**src/rtl/flash_pins_regs.vh**
```
// constants for the flash bus pin interface: clock rate, timings, codes
// assumes a single 200 MHz system clock and times given in nanoseconds
`ifndef FLASH_PINS_REGS_VH
`define FLASH_PINS_REGS_VH

// ----------------------------------------
// clock and timing
// ----------------------------------------
`define CLK_MHZ            32'd200
`define NS_PER_US          32'd1000
`define T_RST_ACCESS_NS    32'd150
`define T_RST_READY_NS     32'd200
`define T_STS_PULSE_NS     32'd250
`define CNT_W              16

// ----------------------------------------
// read source select codes
// ----------------------------------------
`define SRC_ARRAY          3'h0
`define SRC_SIGNATURE      3'h1
`define SRC_PROTECT        3'h2
`define SRC_QUERY          3'h3
`define SRC_STATUS         3'h4

// ----------------------------------------
// fields and modes
// ----------------------------------------
`define BUSY_STATUS_BIT    7
`define STS_MODE_RB        1'b0
`define STS_MODE_PULSE     1'b1
`define RDMODE_ASYNC       1'b1
`define RDMODE_SYNC        1'b0
`define SYNC_LEN           2

`endif

```
**src/rtl/flash_bus_pin_interface.v**
```verilog
// pin-level bus interface of a 16-bit parallel flash: latching, tri-state,
// reset/power-down, burst ready and open-drain status output.
// assumes all host pins are asynchronous to clk_i; the flash core sits on
// the user-side ports and runs on clk_i.
`timescale 1ns/1ps
`include "flash_pins_regs.vh"

module flash_bus_pin_interface #(
	parameter AW            = 21,
	parameter DW            = 16,
	parameter RST_ACCESS_NS = `T_RST_ACCESS_NS,
	parameter RST_READY_NS  = `T_RST_READY_NS,
	parameter STS_PULSE_NS  = `T_STS_PULSE_NS
) (
	// clock and reset
	input  wire          clk_i,
	input  wire          rstn_i,
	// host pins
	input  wire          chip_sel_n_i,
	input  wire          out_gate_n_i,
	input  wire          wr_strobe_n_i,
	input  wire          addr_latch_n_i,
	input  wire          bus_clk_i,
	input  wire          reset_powerdown_n_i,
	input  wire          program_erase_permit_i,
	input  wire [AW-1:0] word_address_lines_i,
	input  wire [DW-1:0] data_lines_i,
	output reg  [DW-1:0] data_lines_o,
	output reg           data_lines_oe_n_o,
	output wire          data_valid_ready_o,
	output wire          data_valid_ready_oe_n_o,
	output wire          controller_status_out_o,
	output reg           controller_status_out_oe_n_o,
	// configuration
	input  wire          cfg_wr_i,
	input  wire          cfg_read_mode_i,
	input  wire          clk_falling_i,
	input  wire          ready_early_i,
	input  wire          burst_cont_i,
	input  wire          sts_pulse_cfg_i,
	// core side
	input  wire [DW-1:0] array_data_i,
	input  wire [DW-1:0] signature_i,
	input  wire [DW-1:0] protect_i,
	input  wire [DW-1:0] query_i,
	input  wire [DW-1:0] status_reg_i,
	input  wire [2:0]    read_src_i,
	input  wire          pec_busy_i,
	input  wire          pec_start_i,
	input  wire          pec_done_i,
	input  wire          data_invalid_i,
	input  wire          data_invalid_next_i,
	input  wire          cmd_ready_i,
	output wire          cmd_valid_o,
	output wire [AW-1:0] cmd_addr_o,
	output wire [DW-1:0] cmd_data_o,
	output wire          cmd_accept_o,
	output reg  [AW-1:0] read_addr_o,
	output reg  [AW-1:0] op_addr_o,
	output wire          hw_reset_o,
	output reg           abort_o,
	output wire          selected_o,
	output wire          access_ready_o,
	output wire          permit_o,
	output wire          sync_mode_o
);

	// ----------------------------------------
	// derived counts
	// ----------------------------------------
	// least times round up, longest time rounds down
	localparam [31:0] ACC_FULL = (RST_ACCESS_NS * `CLK_MHZ + `NS_PER_US - 1) / `NS_PER_US;
	localparam [31:0] RDY_FULL = (RST_READY_NS * `CLK_MHZ) / `NS_PER_US;
	localparam [31:0] PLS_FULL = (STS_PULSE_NS * `CLK_MHZ + `NS_PER_US - 1) / `NS_PER_US;
	// counters are CNT_W wide; the cut to that width is deliberate
	localparam [`CNT_W-1:0] ACC_CYC = ACC_FULL[`CNT_W-1:0];
	localparam [`CNT_W-1:0] RDY_CYC = RDY_FULL[`CNT_W-1:0];
	localparam [`CNT_W-1:0] PLS_CYC = PLS_FULL[`CNT_W-1:0];
	localparam NPIN = 7 + AW + DW;

	function rise;
		input prev;
		input cur;
		rise = ~prev & cur;
	endfunction

	// ----------------------------------------
	// pin synchronisers
	// ----------------------------------------
	reg [NPIN-1:0] s1_r;
	reg [NPIN-1:0] s2_r;
	reg [6:0]      p_r;
	wire [NPIN-1:0] pins = {chip_sel_n_i, out_gate_n_i, wr_strobe_n_i, addr_latch_n_i,
		bus_clk_i, reset_powerdown_n_i, program_erase_permit_i,
		word_address_lines_i, data_lines_i};

	// two flops per pin; only stage two is read by logic
	genvar g;
	generate
		for (g = 0; g < NPIN; g = g + 1) begin : g_sync
			always @(posedge clk_i) begin
				s1_r[g] <= pins[g];
				s2_r[g] <= s1_r[g];
			end
		end
	endgenerate

	wire          ce_n  = s2_r[NPIN-1];
	wire          oe_n  = s2_r[NPIN-2];
	wire          we_n  = s2_r[NPIN-3];
	wire          lat_n = s2_r[NPIN-4];
	wire          kclk  = s2_r[NPIN-5];
	wire          rp_n  = s2_r[NPIN-6];
	wire [AW-1:0] addr  = s2_r[DW +: AW];
	wire [DW-1:0] din   = s2_r[DW-1:0];

	// previous values for edge detection
	always @(posedge clk_i) begin
		p_r <= s2_r[NPIN-1:NPIN-7];
	end

	wire ce_rise  = rise(p_r[6], ce_n);
	wire lat_rise = rise(p_r[3], lat_n);
	wire lat_fall = rise(lat_n, p_r[3]);
	wire rp_fall  = rise(rp_n, p_r[1]);
	wire k_edge   = clk_falling_i ? rise(kclk, p_r[2]) : rise(p_r[2], kclk);

	assign permit_o = s2_r[NPIN-7];

	// ----------------------------------------
	// reset, power-down and access delay
	// ----------------------------------------
	reg [`CNT_W-1:0] acc_cnt_r;
	reg              rd_mode_r;
	wire             pd = ~rp_n | ~rstn_i;

	// status clear and power-down level to the core
	assign hw_reset_o = pd;
	assign selected_o = ~ce_n & ~pd;
	assign access_ready_o = (acc_cnt_r == {`CNT_W{1'b0}});

	// count out the reset-to-access delay after release
	always @(posedge clk_i) begin
		if (pd) begin
			acc_cnt_r <= ACC_CYC;
		end else if (!access_ready_o) begin
			acc_cnt_r <= acc_cnt_r - 1'b1;
		end
	end

	// asynchronous read after reset; mode bit from configuration
	always @(posedge clk_i) begin
		if (pd) begin
			rd_mode_r <= `RDMODE_ASYNC;
		end else if (cfg_wr_i) begin
			rd_mode_r <= cfg_read_mode_i;
		end
	end

	wire sync_md = (rd_mode_r == `RDMODE_SYNC);
	wire active  = selected_o & access_ready_o;
	assign sync_mode_o = sync_md;

	// abort pulse when reset falls on a running operation
	always @(posedge clk_i) begin
		if (!rstn_i) begin
			abort_o <= 1'b0;
		end else begin
			abort_o <= rp_fall & pec_busy_i;
		end
	end

	// ----------------------------------------
	// address latch
	// ----------------------------------------
	reg [AW-1:0] a_lat_r;
	reg [AW-1:0] a_lat_nxt;
	reg          latched_r;
	wire         sync_load = sync_md & active & ~latched_r & ((k_edge & ~lat_n) | lat_rise);
	wire         burst_adv = sync_md & active & latched_r & k_edge & ~oe_n;

	// transparent when latch low; first edge or latch rise
	always @* begin
		a_lat_nxt = a_lat_r;
		if (!sync_md) begin
			if (!lat_n) begin
				a_lat_nxt = addr;
			end
		end else if (sync_load) begin
			a_lat_nxt = addr;
		end else if (burst_adv) begin
			a_lat_nxt = a_lat_r + 1'b1;
		end
	end

	// latched flag rearms on a new latch cycle or deselect
	always @(posedge clk_i) begin
		if (pd) begin
			a_lat_r   <= {AW{1'b0}};
			latched_r <= 1'b0;
		end else begin
			a_lat_r <= a_lat_nxt;
			// a load in the cycle the latch reopens still counts as taken
			if (sync_load) begin
				latched_r <= 1'b1;
			end else if (ce_n | lat_fall) begin
				latched_r <= 1'b0;
			end
			read_addr_o <= a_lat_nxt;
		end
	end

	// hold the program/erase target address once started
	always @(posedge clk_i) begin
		if (!rstn_i) begin
			op_addr_o <= {AW{1'b0}};
		end else if (pec_start_i) begin
			op_addr_o <= a_lat_r;
		end
	end

	// ----------------------------------------
	// write capture into two-entry buffer
	// ----------------------------------------
	reg [AW+DW-1:0] buf_r [0:1];
	reg             wp_r;
	reg             rdp_r;
	reg [1:0]       cnt_r;
	reg             wr_act_r;
	// output gate is expected high in a write; with strobe and gate both low neither a write nor a read is done
	wire            wr_act = active & ~we_n & oe_n;
	// end of write is the first of strobe or select rising
	wire            wr_end = wr_act_r & (~wr_act | ce_rise);
	wire            push   = wr_end & cmd_accept_o;
	wire            pop    = cmd_valid_o & cmd_ready_i;

	assign cmd_accept_o = (cnt_r != 2'd2);
	assign cmd_valid_o  = (cnt_r != 2'd0);
	assign cmd_addr_o   = buf_r[rdp_r][AW+DW-1:DW];
	assign cmd_data_o   = buf_r[rdp_r][DW-1:0];

	// a full buffer drops the word; cmd_accept_o lets the core see it
	always @(posedge clk_i) begin
		if (!rstn_i) begin
			wr_act_r <= 1'b0;
			wp_r     <= 1'b0;
			rdp_r    <= 1'b0;
			cnt_r    <= 2'd0;
		end else begin
			wr_act_r <= wr_act;
			if (push) begin
				buf_r[wp_r] <= {a_lat_nxt, din};
				wp_r        <= ~wp_r;
			end
			if (pop) begin
				rdp_r <= ~rdp_r;
			end
			cnt_r <= cnt_r + {1'b0, push} - {1'b0, pop};
		end
	end

	// ----------------------------------------
	// read data path
	// ----------------------------------------
	reg [DW-1:0] dsel;

	always @* begin
		case (read_src_i)
			`SRC_ARRAY:     dsel = array_data_i;
			`SRC_SIGNATURE: dsel = signature_i;
			`SRC_PROTECT:   dsel = protect_i;
			`SRC_QUERY:     dsel = query_i;
			`SRC_STATUS:    dsel = status_reg_i;
			default:        dsel = array_data_i;
		endcase
		// ready bit low while the controller runs
		if (pec_busy_i) begin
			dsel[`BUSY_STATUS_BIT] = 1'b0;
		end
	end

	// float unless selected and access-ready with output gate low, strobe high and not in reset
	always @(posedge clk_i) begin
		if (pd) begin
			data_lines_o      <= {DW{1'b0}};
			data_lines_oe_n_o <= 1'b1;
		end else begin
			data_lines_o      <= dsel;
			data_lines_oe_n_o <= ~(active & ~oe_n & we_n);
		end
	end

	// ----------------------------------------
	// burst data-valid ready (open drain)
	// ----------------------------------------
	reg  rdy_low_r;
	wire burst_rd = sync_md & burst_cont_i & active & we_n;

	// early option uses the next-cycle invalid flag
	always @(posedge clk_i) begin
		if (pd | ~burst_rd) begin
			rdy_low_r <= 1'b0;
		end else if (k_edge) begin
			rdy_low_r <= ready_early_i ? data_invalid_next_i : data_invalid_i;
		end
	end

	assign data_valid_ready_o      = 1'b0;
	assign data_valid_ready_oe_n_o = ~(burst_rd & rdy_low_r);

	// ----------------------------------------
	// controller status output (open drain)
	// ----------------------------------------
	reg              sts_mode_r;
	reg [`CNT_W-1:0] hold_cnt_r;
	reg [`CNT_W-1:0] pls_cnt_r;
	reg              drive_low;

	// ready/busy after reset, pulse mode only by command
	always @(posedge clk_i) begin
		if (pd) begin
			sts_mode_r <= `STS_MODE_RB;
		end else if (sts_pulse_cfg_i) begin
			sts_mode_r <= `STS_MODE_PULSE;
		end
	end

	// hold low in reset only if busy at entry, bounded
	always @(posedge clk_i) begin
		if (!rstn_i) begin
			hold_cnt_r <= {`CNT_W{1'b0}};
		end else if (rp_fall & pec_busy_i) begin
			hold_cnt_r <= RDY_CYC;
		end else if (hold_cnt_r != {`CNT_W{1'b0}}) begin
			hold_cnt_r <= hold_cnt_r - 1'b1;
		end
	end

	always @(posedge clk_i) begin
		if (pd) begin
			pls_cnt_r <= {`CNT_W{1'b0}};
		end else if (pec_done_i & (sts_mode_r == `STS_MODE_PULSE)) begin
			pls_cnt_r <= PLS_CYC;
		end else if (pls_cnt_r != {`CNT_W{1'b0}}) begin
			pls_cnt_r <= pls_cnt_r - 1'b1;
		end
	end

	// low while busy in ready/busy mode
	always @* begin
		if (pd) begin
			// the cycle that loads the hold counter must not release the pin
			drive_low = (hold_cnt_r != {`CNT_W{1'b0}}) | (rp_fall & pec_busy_i);
		end else if (sts_mode_r == `STS_MODE_RB) begin
			drive_low = pec_busy_i;
		end else begin
			drive_low = (pls_cnt_r != {`CNT_W{1'b0}});
		end
	end

	always @(posedge clk_i) begin
		if (!rstn_i) begin
			controller_status_out_oe_n_o <= 1'b1;
		end else begin
			controller_status_out_oe_n_o <= ~drive_low;
		end
	end

	assign controller_status_out_o = 1'b0;

endmodule // flash_bus_pin_interface

```
**config.mk**
```make
export PLATFORM = sky130hd
export DESIGN_NAME = flash_bus_pin_interface
export DESIGN_NICKNAME = d
export VERILOG_FILES = /design/src/rtl/flash_bus_pin_interface.v
export VERILOG_INCLUDE_DIRS = /design/src /design/src/rtl
export SDC_FILE = /design/constraint.sdc
export NUM_CORES = 1
export LEC_CHECK = 0
export ABC_CLOCK_PERIOD_IN_PS = 5900
export BUFFER_PORTS_ARGS = -buffer_cell sky130_fd_sc_hd__buf_2
export CORE_UTILIZATION = 45
export CTS_CLUSTER_SIZE = 30
export DETAILED_ROUTE_END_ITERATION = 16
export PLACE_DENSITY_LB_ADDON = 0.05
export SKIP_CTS_REPAIR_TIMING = 1
export SYNTH_ARGS = -nofsm -noshare
export SYNTH_HDL_FRONTEND = slang
export SYNTH_SLANG_ARGS = --single-unit
```
**constraint.sdc**
```tcl
create_clock -name clk_i -period 5.9 [get_ports clk_i]
set_input_delay 0.59 -clock clk_i [delete_from_list [all_inputs] [get_ports clk_i]]
set_output_delay 0.59 -clock clk_i [all_outputs]
set_load 0.01 [all_outputs]
```
* Word level (Yosys, flattened, before mapping)
Memories as Yosys holds them, arrays and structs flattened. A register that Yosys moved wholly into a read port is not among the register bits. Cells that the tools add are included.
Operators by class: reductions and logical operators 10, add/sub/neg operators 6, multiplexer cells 20, bitwise operators 54, equal/unequal tests 5
Operator list (number):
- 21-bit 2-to-1 mux | 4
- 16-bit case mux with 4 select lines | 1
- 16-bit by 1-bit subtractor with 16-bit output (second input constant) | 3
- 16-bit nonzero test | 2
- 1-bit AND | 28
- 6-bit 2-to-1 mux | 4
- 21-bit by 1-bit adder with 21-bit output (second input constant) | 1
- 1-bit NOT | 20
- 16-bit zero test | 1
- 1-bit 2-to-1 mux | 11
- 2-bit nonzero test | 4
- 3-bit by 2-bit equality test with 1-bit output (second input constant) | 2
- 1-bit OR | 6
- 2-bit OR reduction | 3
- 3-bit by 1-bit equality test with 1-bit output (second input constant) | 1
- 3-bit equality test (second input constant) | 1
- 2-bit by 1-bit adder with 2-bit output | 1
- 2-bit inequality test (second input constant) | 1
- 2-bit by 1-bit subtractor with 2-bit output | 1
Storage, ports and cells: word-level logic and storage cells 206, memories 1, bits in registers 234, RAM bits 74, bits of input ports 141, output and inout bits 108
Memories:
- buf_r | depth 2, bits a word 37, read ports 1, clocked after Yosys merged registers in 1, wr ports 1, line flash_bus_pin_interface.v:225 | reg [AW+DW-1:0] buf_r [0:1];

* Depth between registers and ports, before layout
depth in word-level cells 14, mapped depth 13, mapped depth without buffers 11

* Worst setup path after synthesis
OpenSTA, ideal clock, no wires.
kind register -> register, start point register acc_cnt_r[0], end point memory buf_r[0][0] (netlist name), enable pin, path buffers 2, clock period less this slack 4.403 ns, setup slack 1.497 ns, cell stages (with the launch flop) 10, arrival time 3.926 ns, setup time 0.477 ns, required time 5.423 ns, path through dfxtp_1 -> inv_1 -> ha_1 -> or4b_4 -> or4_1 -> buf_6 -> buf_12 -> o311a_2 -> inv_1 -> nor3_1
Between the ends: word-level cells in the longest chain between the ends 11
RTL lines:
- start, declared | line flash_bus_pin_interface.v:133 | reg [`CNT_W-1:0] acc_cnt_r;
- start signal, assigned | line flash_bus_pin_interface.v:147 | acc_cnt_r <= acc_cnt_r - 1'b1;
- 16-bit zero test | line flash_bus_pin_interface.v:140 | assign access_ready_o = (acc_cnt_r == {`CNT_W{1'b0}});
- 1-bit AND | line flash_bus_pin_interface.v:161 | wire active = selected_o & access_ready_o;
- 1-bit AND (2 in a row) | line flash_bus_pin_interface.v:231 | wire wr_act = active & ~we_n & oe_n;
- 1-bit NOT | line flash_bus_pin_interface.v:233 | wire wr_end = wr_act_r & (~wr_act | ce_rise);
- 1-bit OR | line flash_bus_pin_interface.v:233
- 1-bit AND | line flash_bus_pin_interface.v:233
- 1-bit AND | line flash_bus_pin_interface.v:234 | wire push = wr_end & cmd_accept_o;
- 1-bit 2-to-1 mux | line flash_bus_pin_interface.v:251 | if (push) begin
- 1-bit 2-to-1 mux | line flash_bus_pin_interface.v:244 | if (!rstn_i) begin
- 1-bit 2-to-1 mux (implied by the code) | line flash_bus_pin_interface.v:252 | buf_r[wp_r] <= {a_lat_nxt, din};
- end, declared | line flash_bus_pin_interface.v:225
No other way between the ends.

* Worst setup path after layout
start point register acc_cnt_r[0], end point memory buf_r[1][26] (netlist name), data pin
Between the ends: word-level cells in the longest chain between the ends 9, elaborated cells between the ends (all ways) 11, classes of those cells 3 x mux; 7 x bitwise; 1 x reduce/logical
RTL lines:
- 16-bit zero test (*) | line flash_bus_pin_interface.v:140
- 1-bit AND (*) | line flash_bus_pin_interface.v:161
- 1-bit AND (*) | line flash_bus_pin_interface.v:179, flash_bus_pin_interface.v:180
- 1-bit AND (3 in a row) | line flash_bus_pin_interface.v:180 | wire burst_adv = sync_md & active & latched_r & k_edge & ~oe_n;
- 21-bit 2-to-1 mux | line flash_bus_pin_interface.v:191 | end else if (burst_adv) begin
- 21-bit 2-to-1 mux (*) | line flash_bus_pin_interface.v:189 | end else if (sync_load) begin
- 21-bit 2-to-1 mux (*) | line flash_bus_pin_interface.v:185 | if (!sync_md) begin
- named net a_lat_nxt[10] | line flash_bus_pin_interface.v:177 | reg [AW-1:0] a_lat_nxt;
The timed path passes the listed nets; every way through them passes the cells marked *.

==> impl_results.md <==
- Met1 Use GR: 0.254
- Clk_lat worst skew: 500 ps
- Max stage delay on crit path: 770 ps
- Post-route antenna net violation count: 0
- DR vias/cell: 5.21
- Placed cell areas: 13300 um^2
- FP Rows: 59
- Final nets: 1398
- Clock buffer count from CTS: 34
- # setup viols final: 0
- Total power: 5.22 mW
- Min-delay worst type: in -> reg
- WP buf/inv: 1
- Most used DFF post-synth: dfxtp_1
- Area grow syn2layout: 21.6%
- Initial core utilization: 0.457
- WP depth: 8
- GRT met3 Usage: 0.0427
- Least-Margin Pin Slew: 1080 ps
- Gpl congestion: 0.854
- WS Path Type: reg -> reg
- Fill cells: between 2000 and 2500
- Arrival time at the worst endpoint: 3950 ps
- Worst reg2reg path endpoint: buf_r[1][26]$_DFFE_PP_
- Detailed-route wire length: between 20000 and 30000 um
- Hold endpoint: s1_r[19]$_DFF_P_
- Die Span X: 164 um
- Net Sw Power: ~1.3 mW
- RSZ-0062 raised after global routing: false
- Worst rel slew slack: 0.278
- Internal power: 3.91 mW
- Clock Skews: 13.7 ps
- Share of layout cells above drive strength 1: 0.306
- PortBufs: 246
- TritonCTS clock tree: yes
- Comb power frac: 0.145
- Routed WL per cell: 17.6 um
- DRT Pass-1 Iters: 4
- Syn avg cell area: 11.7 um^2
- Clock sinks: 305
- CP Cell Sequence: inv_1, ha_1, or4b_4, nor4_1, nand3_1, nand2_1, nor2_1, nor2_1
- Setup slack at placement: 2010 ps
- Gr ovfl total: 0
- Most frequent CP cell: nor2_1
- R2R depth: 8
- Met2 global-route usage: 0.367
- Die height: roughly 160 um
- Clock power frac: 0.400
- Synthesized cell area: between 10000 and 15000 um^2
- Hold Violations, Final: 0
- Global-route wire length before repair: 44000 um
- Hold path startpoint: word_address_lines_i[3]
- CTS clk-pin slew, worst paths: 60 ps
- H-tree levels: 2
- CP top delay family: simple AND/OR/NAND/NOR gates
- Total GRT Usage: 0.212
- Critical R2R Launch: acc_cnt_r[0]$_SDFFE_PP0P_
- Initial antenna violation count: 2
- Post-synth EDFFs: 95
- Final hold slack: 183 ps
- Synth Instances: just over 1000
- Post-synth cell types: 70
- Fin. max-slew vios: 0
- Status: complete, no violations
- Fin Setup TNS: 0 ps
- P_leak: between 5 and 6 nW
- Worst setup margin: 2270 ps
- Pin count of the biggest net entering global routing: 52
- Final period util: 0.615
- Peak Freq: 0.276 GHz
- Post-synthesis sequential area ratio: 0.596
- Critical-path top delay cell: nor4_1
- # diodes: 0
- Max-cap violation count: 0
- Worst-path maximum fanout: 12
- Most frequent cells in the layout: buf_2, dfxtp_1, nor2_1
- DRC: 0
- Peak VDD IR: between 0.2 and 0.3 mV
- Placeable Area: 25900 um^2
- Switch share: 0.251
- Die area: between 20000 and 30000 um^2
- Startpoint types: flip-flop
- Most common cell after layout, fill and taps aside: buf_2
- # IOs: between 200 and 250
- Most used routing layer: met2
- Worst EP required: 6230 ps
- Hold path depth: 1
- Clk buf depth: 3
- Seq pwr share: 0.455
- Final period demand of the worst path: 3630 ps
- Clock Tree Root: clkbuf_16
- PwrDens: 362 nW/um^2
- R2R Setup Slk: 2270 ps
- Critical path capture point type: flip-flop
- Critical path origin: acc_cnt_r[0]$_SDFFE_PP0P_
- DR iter-0 viols: a little under 400
- Async SR Flop Fraction: 0
- Via Count: 8385
- Final Instance Area: 14400 um^2
- Ys Warns: 0
- Vias in the first global route: 8364
- #FFs+latches synth: 305
- DP Wirelength: 19500 um
cells in the mapped netlist (4+ instances only):
cell type	n	area, um^2
nand4_1	10	62.6
o22ai_1	5	31.3
dfxtp_1	210	4200
nand2_1	67	251
nor2_1	109	409
nor3b_1	4	30.0
xor2_1	26	228
or3_1	4	25.0
nand2b_1	5	31.3
clkbuf_1	33	124
edfxtp_1	95	2850
buf_4	4	30.0
o31ai_1	9	67.6
nand3_1	21	105
nor4_1	20	125
nor2b_1	11	68.8
xnor2_1	33	289
a22oi_1	16	120
nor4_2	7	87.6
and2_1	15	93.8
a21oi_1	43	215
buf_6	4	45.0
o221ai_1	15	131
a211oi_2	6	75.1
mux2i_1	52	521
buf_1	7	26.3
mux2_2	46	518
a21oi_2	6	52.6
a22o_1	14	123
nor3_1	18	90.1
o21ai_0	12	60.1
nand3b_1	5	37.5
inv_1	10	37.5
ha_1	7	87.6
or4_1	7	52.6
and3_1	5	31.3
worst reg2reg max path, stage by stage (launching register included):
cell and delay [ps]:
dfxtp_1 310, inv_1 120, ha_1 150, or4b_4 460, nor4_1 770, nand3_1 760, nand2_1 540, nor2_1 130
nor2_1 210
metal layers:
| layer | vias up | wire length, um | part of all wire |
|---|---|---|---|
| met5 | - | 29 | 0.0010 |
| met4 | 4 | 1010 | 0.036 |
| met3 | 61 | 1540 | 0.054 |
| met2 | 245 | 13700 | 0.49 |
| met1 | 3938 | 12000 | 0.42 |
| li1 | 4137 | - | - |
cell families (layout without fill, tap and decap cells):
logic type                 after synthesis  in the layout  share of synthesized area
AOI/OAI and AO/OA                      147            147                     0.0903
xor gates and xnor gates                59             59                     0.0436
adders and majority gates                7              7                    0.00739
buffers and inverters                   66            328                     0.0289
DFF                                    305            305                      0.596
muxes                                   98             98                     0.0877
other                                    1              2                   0.000317
and+or+nand+nor                        329            329                      0.146
stage by stage:
step	instances	utilization
floorplan	1013	-
CTS	1610	0.556
global route	1610	0.556
detailed placement	1549	0.513
finish	1610	0.556
global placement	1549	0.513
how the worst max path moves through the flow:
| stage | end |
|---|---|
| after floorplan | buf_r[0][0]$_DFFE_PP_ |
| after global placement | buf_r[0][19]$_DFFE_PP_ |
| after detailed placement | buf_r[0][26]$_DFFE_PP_ |
| after CTS | buf_r[1][26]$_DFFE_PP_ |
| after global routing | buf_r[1][25]$_DFFE_PP_ |
| final | buf_r[1][26]$_DFFE_PP_ |
registers in the layout, summed over array words and instances, names as in the netlist, 2 cells and up, named ones only:
register      flops
a_lat_r          21
acc_cnt_r        16
addr             21
buf_r            74
cnt_r             2
data_lines_o     16
din              16
hold_cnt_r       16
op_addr_o        21
p_r               3
pls_cnt_r        16
read_addr_o      21
s1_r             44
power groups by stage:
stage / clock, mW / sequential, mW / combinational, mW
floorplan: 0 / 2.41 / 0.571
global route: 2.23 / 2.39 / 0.870
global placement: 0 / 2.42 / 0.753
detailed placement: 0 / 2.42 / 0.760
finish: 2.08 / 2.38 / 0.756
CTS: 2.14 / 2.38 / 0.763
area by class of cell:
| cell class | instances | area [um^2] | share of cell area |
|---|---|---|---|
| tap | 335 | 419 | 0.0291 |
| inverter | 11 | 41.3 | 0.00287 |
| clock buffer | 50 | 985 | 0.0684 |
| sequential | 305 | 7060 | 0.490 |
| clock inverter | 11 | 134 | 0.00930 |
| multi-input combinational | 642 | 4460 | 0.309 |
| timing repair buffer | 256 | 1310 | 0.0907 |
Note: power is estimated with default switching activity, not from simulation.
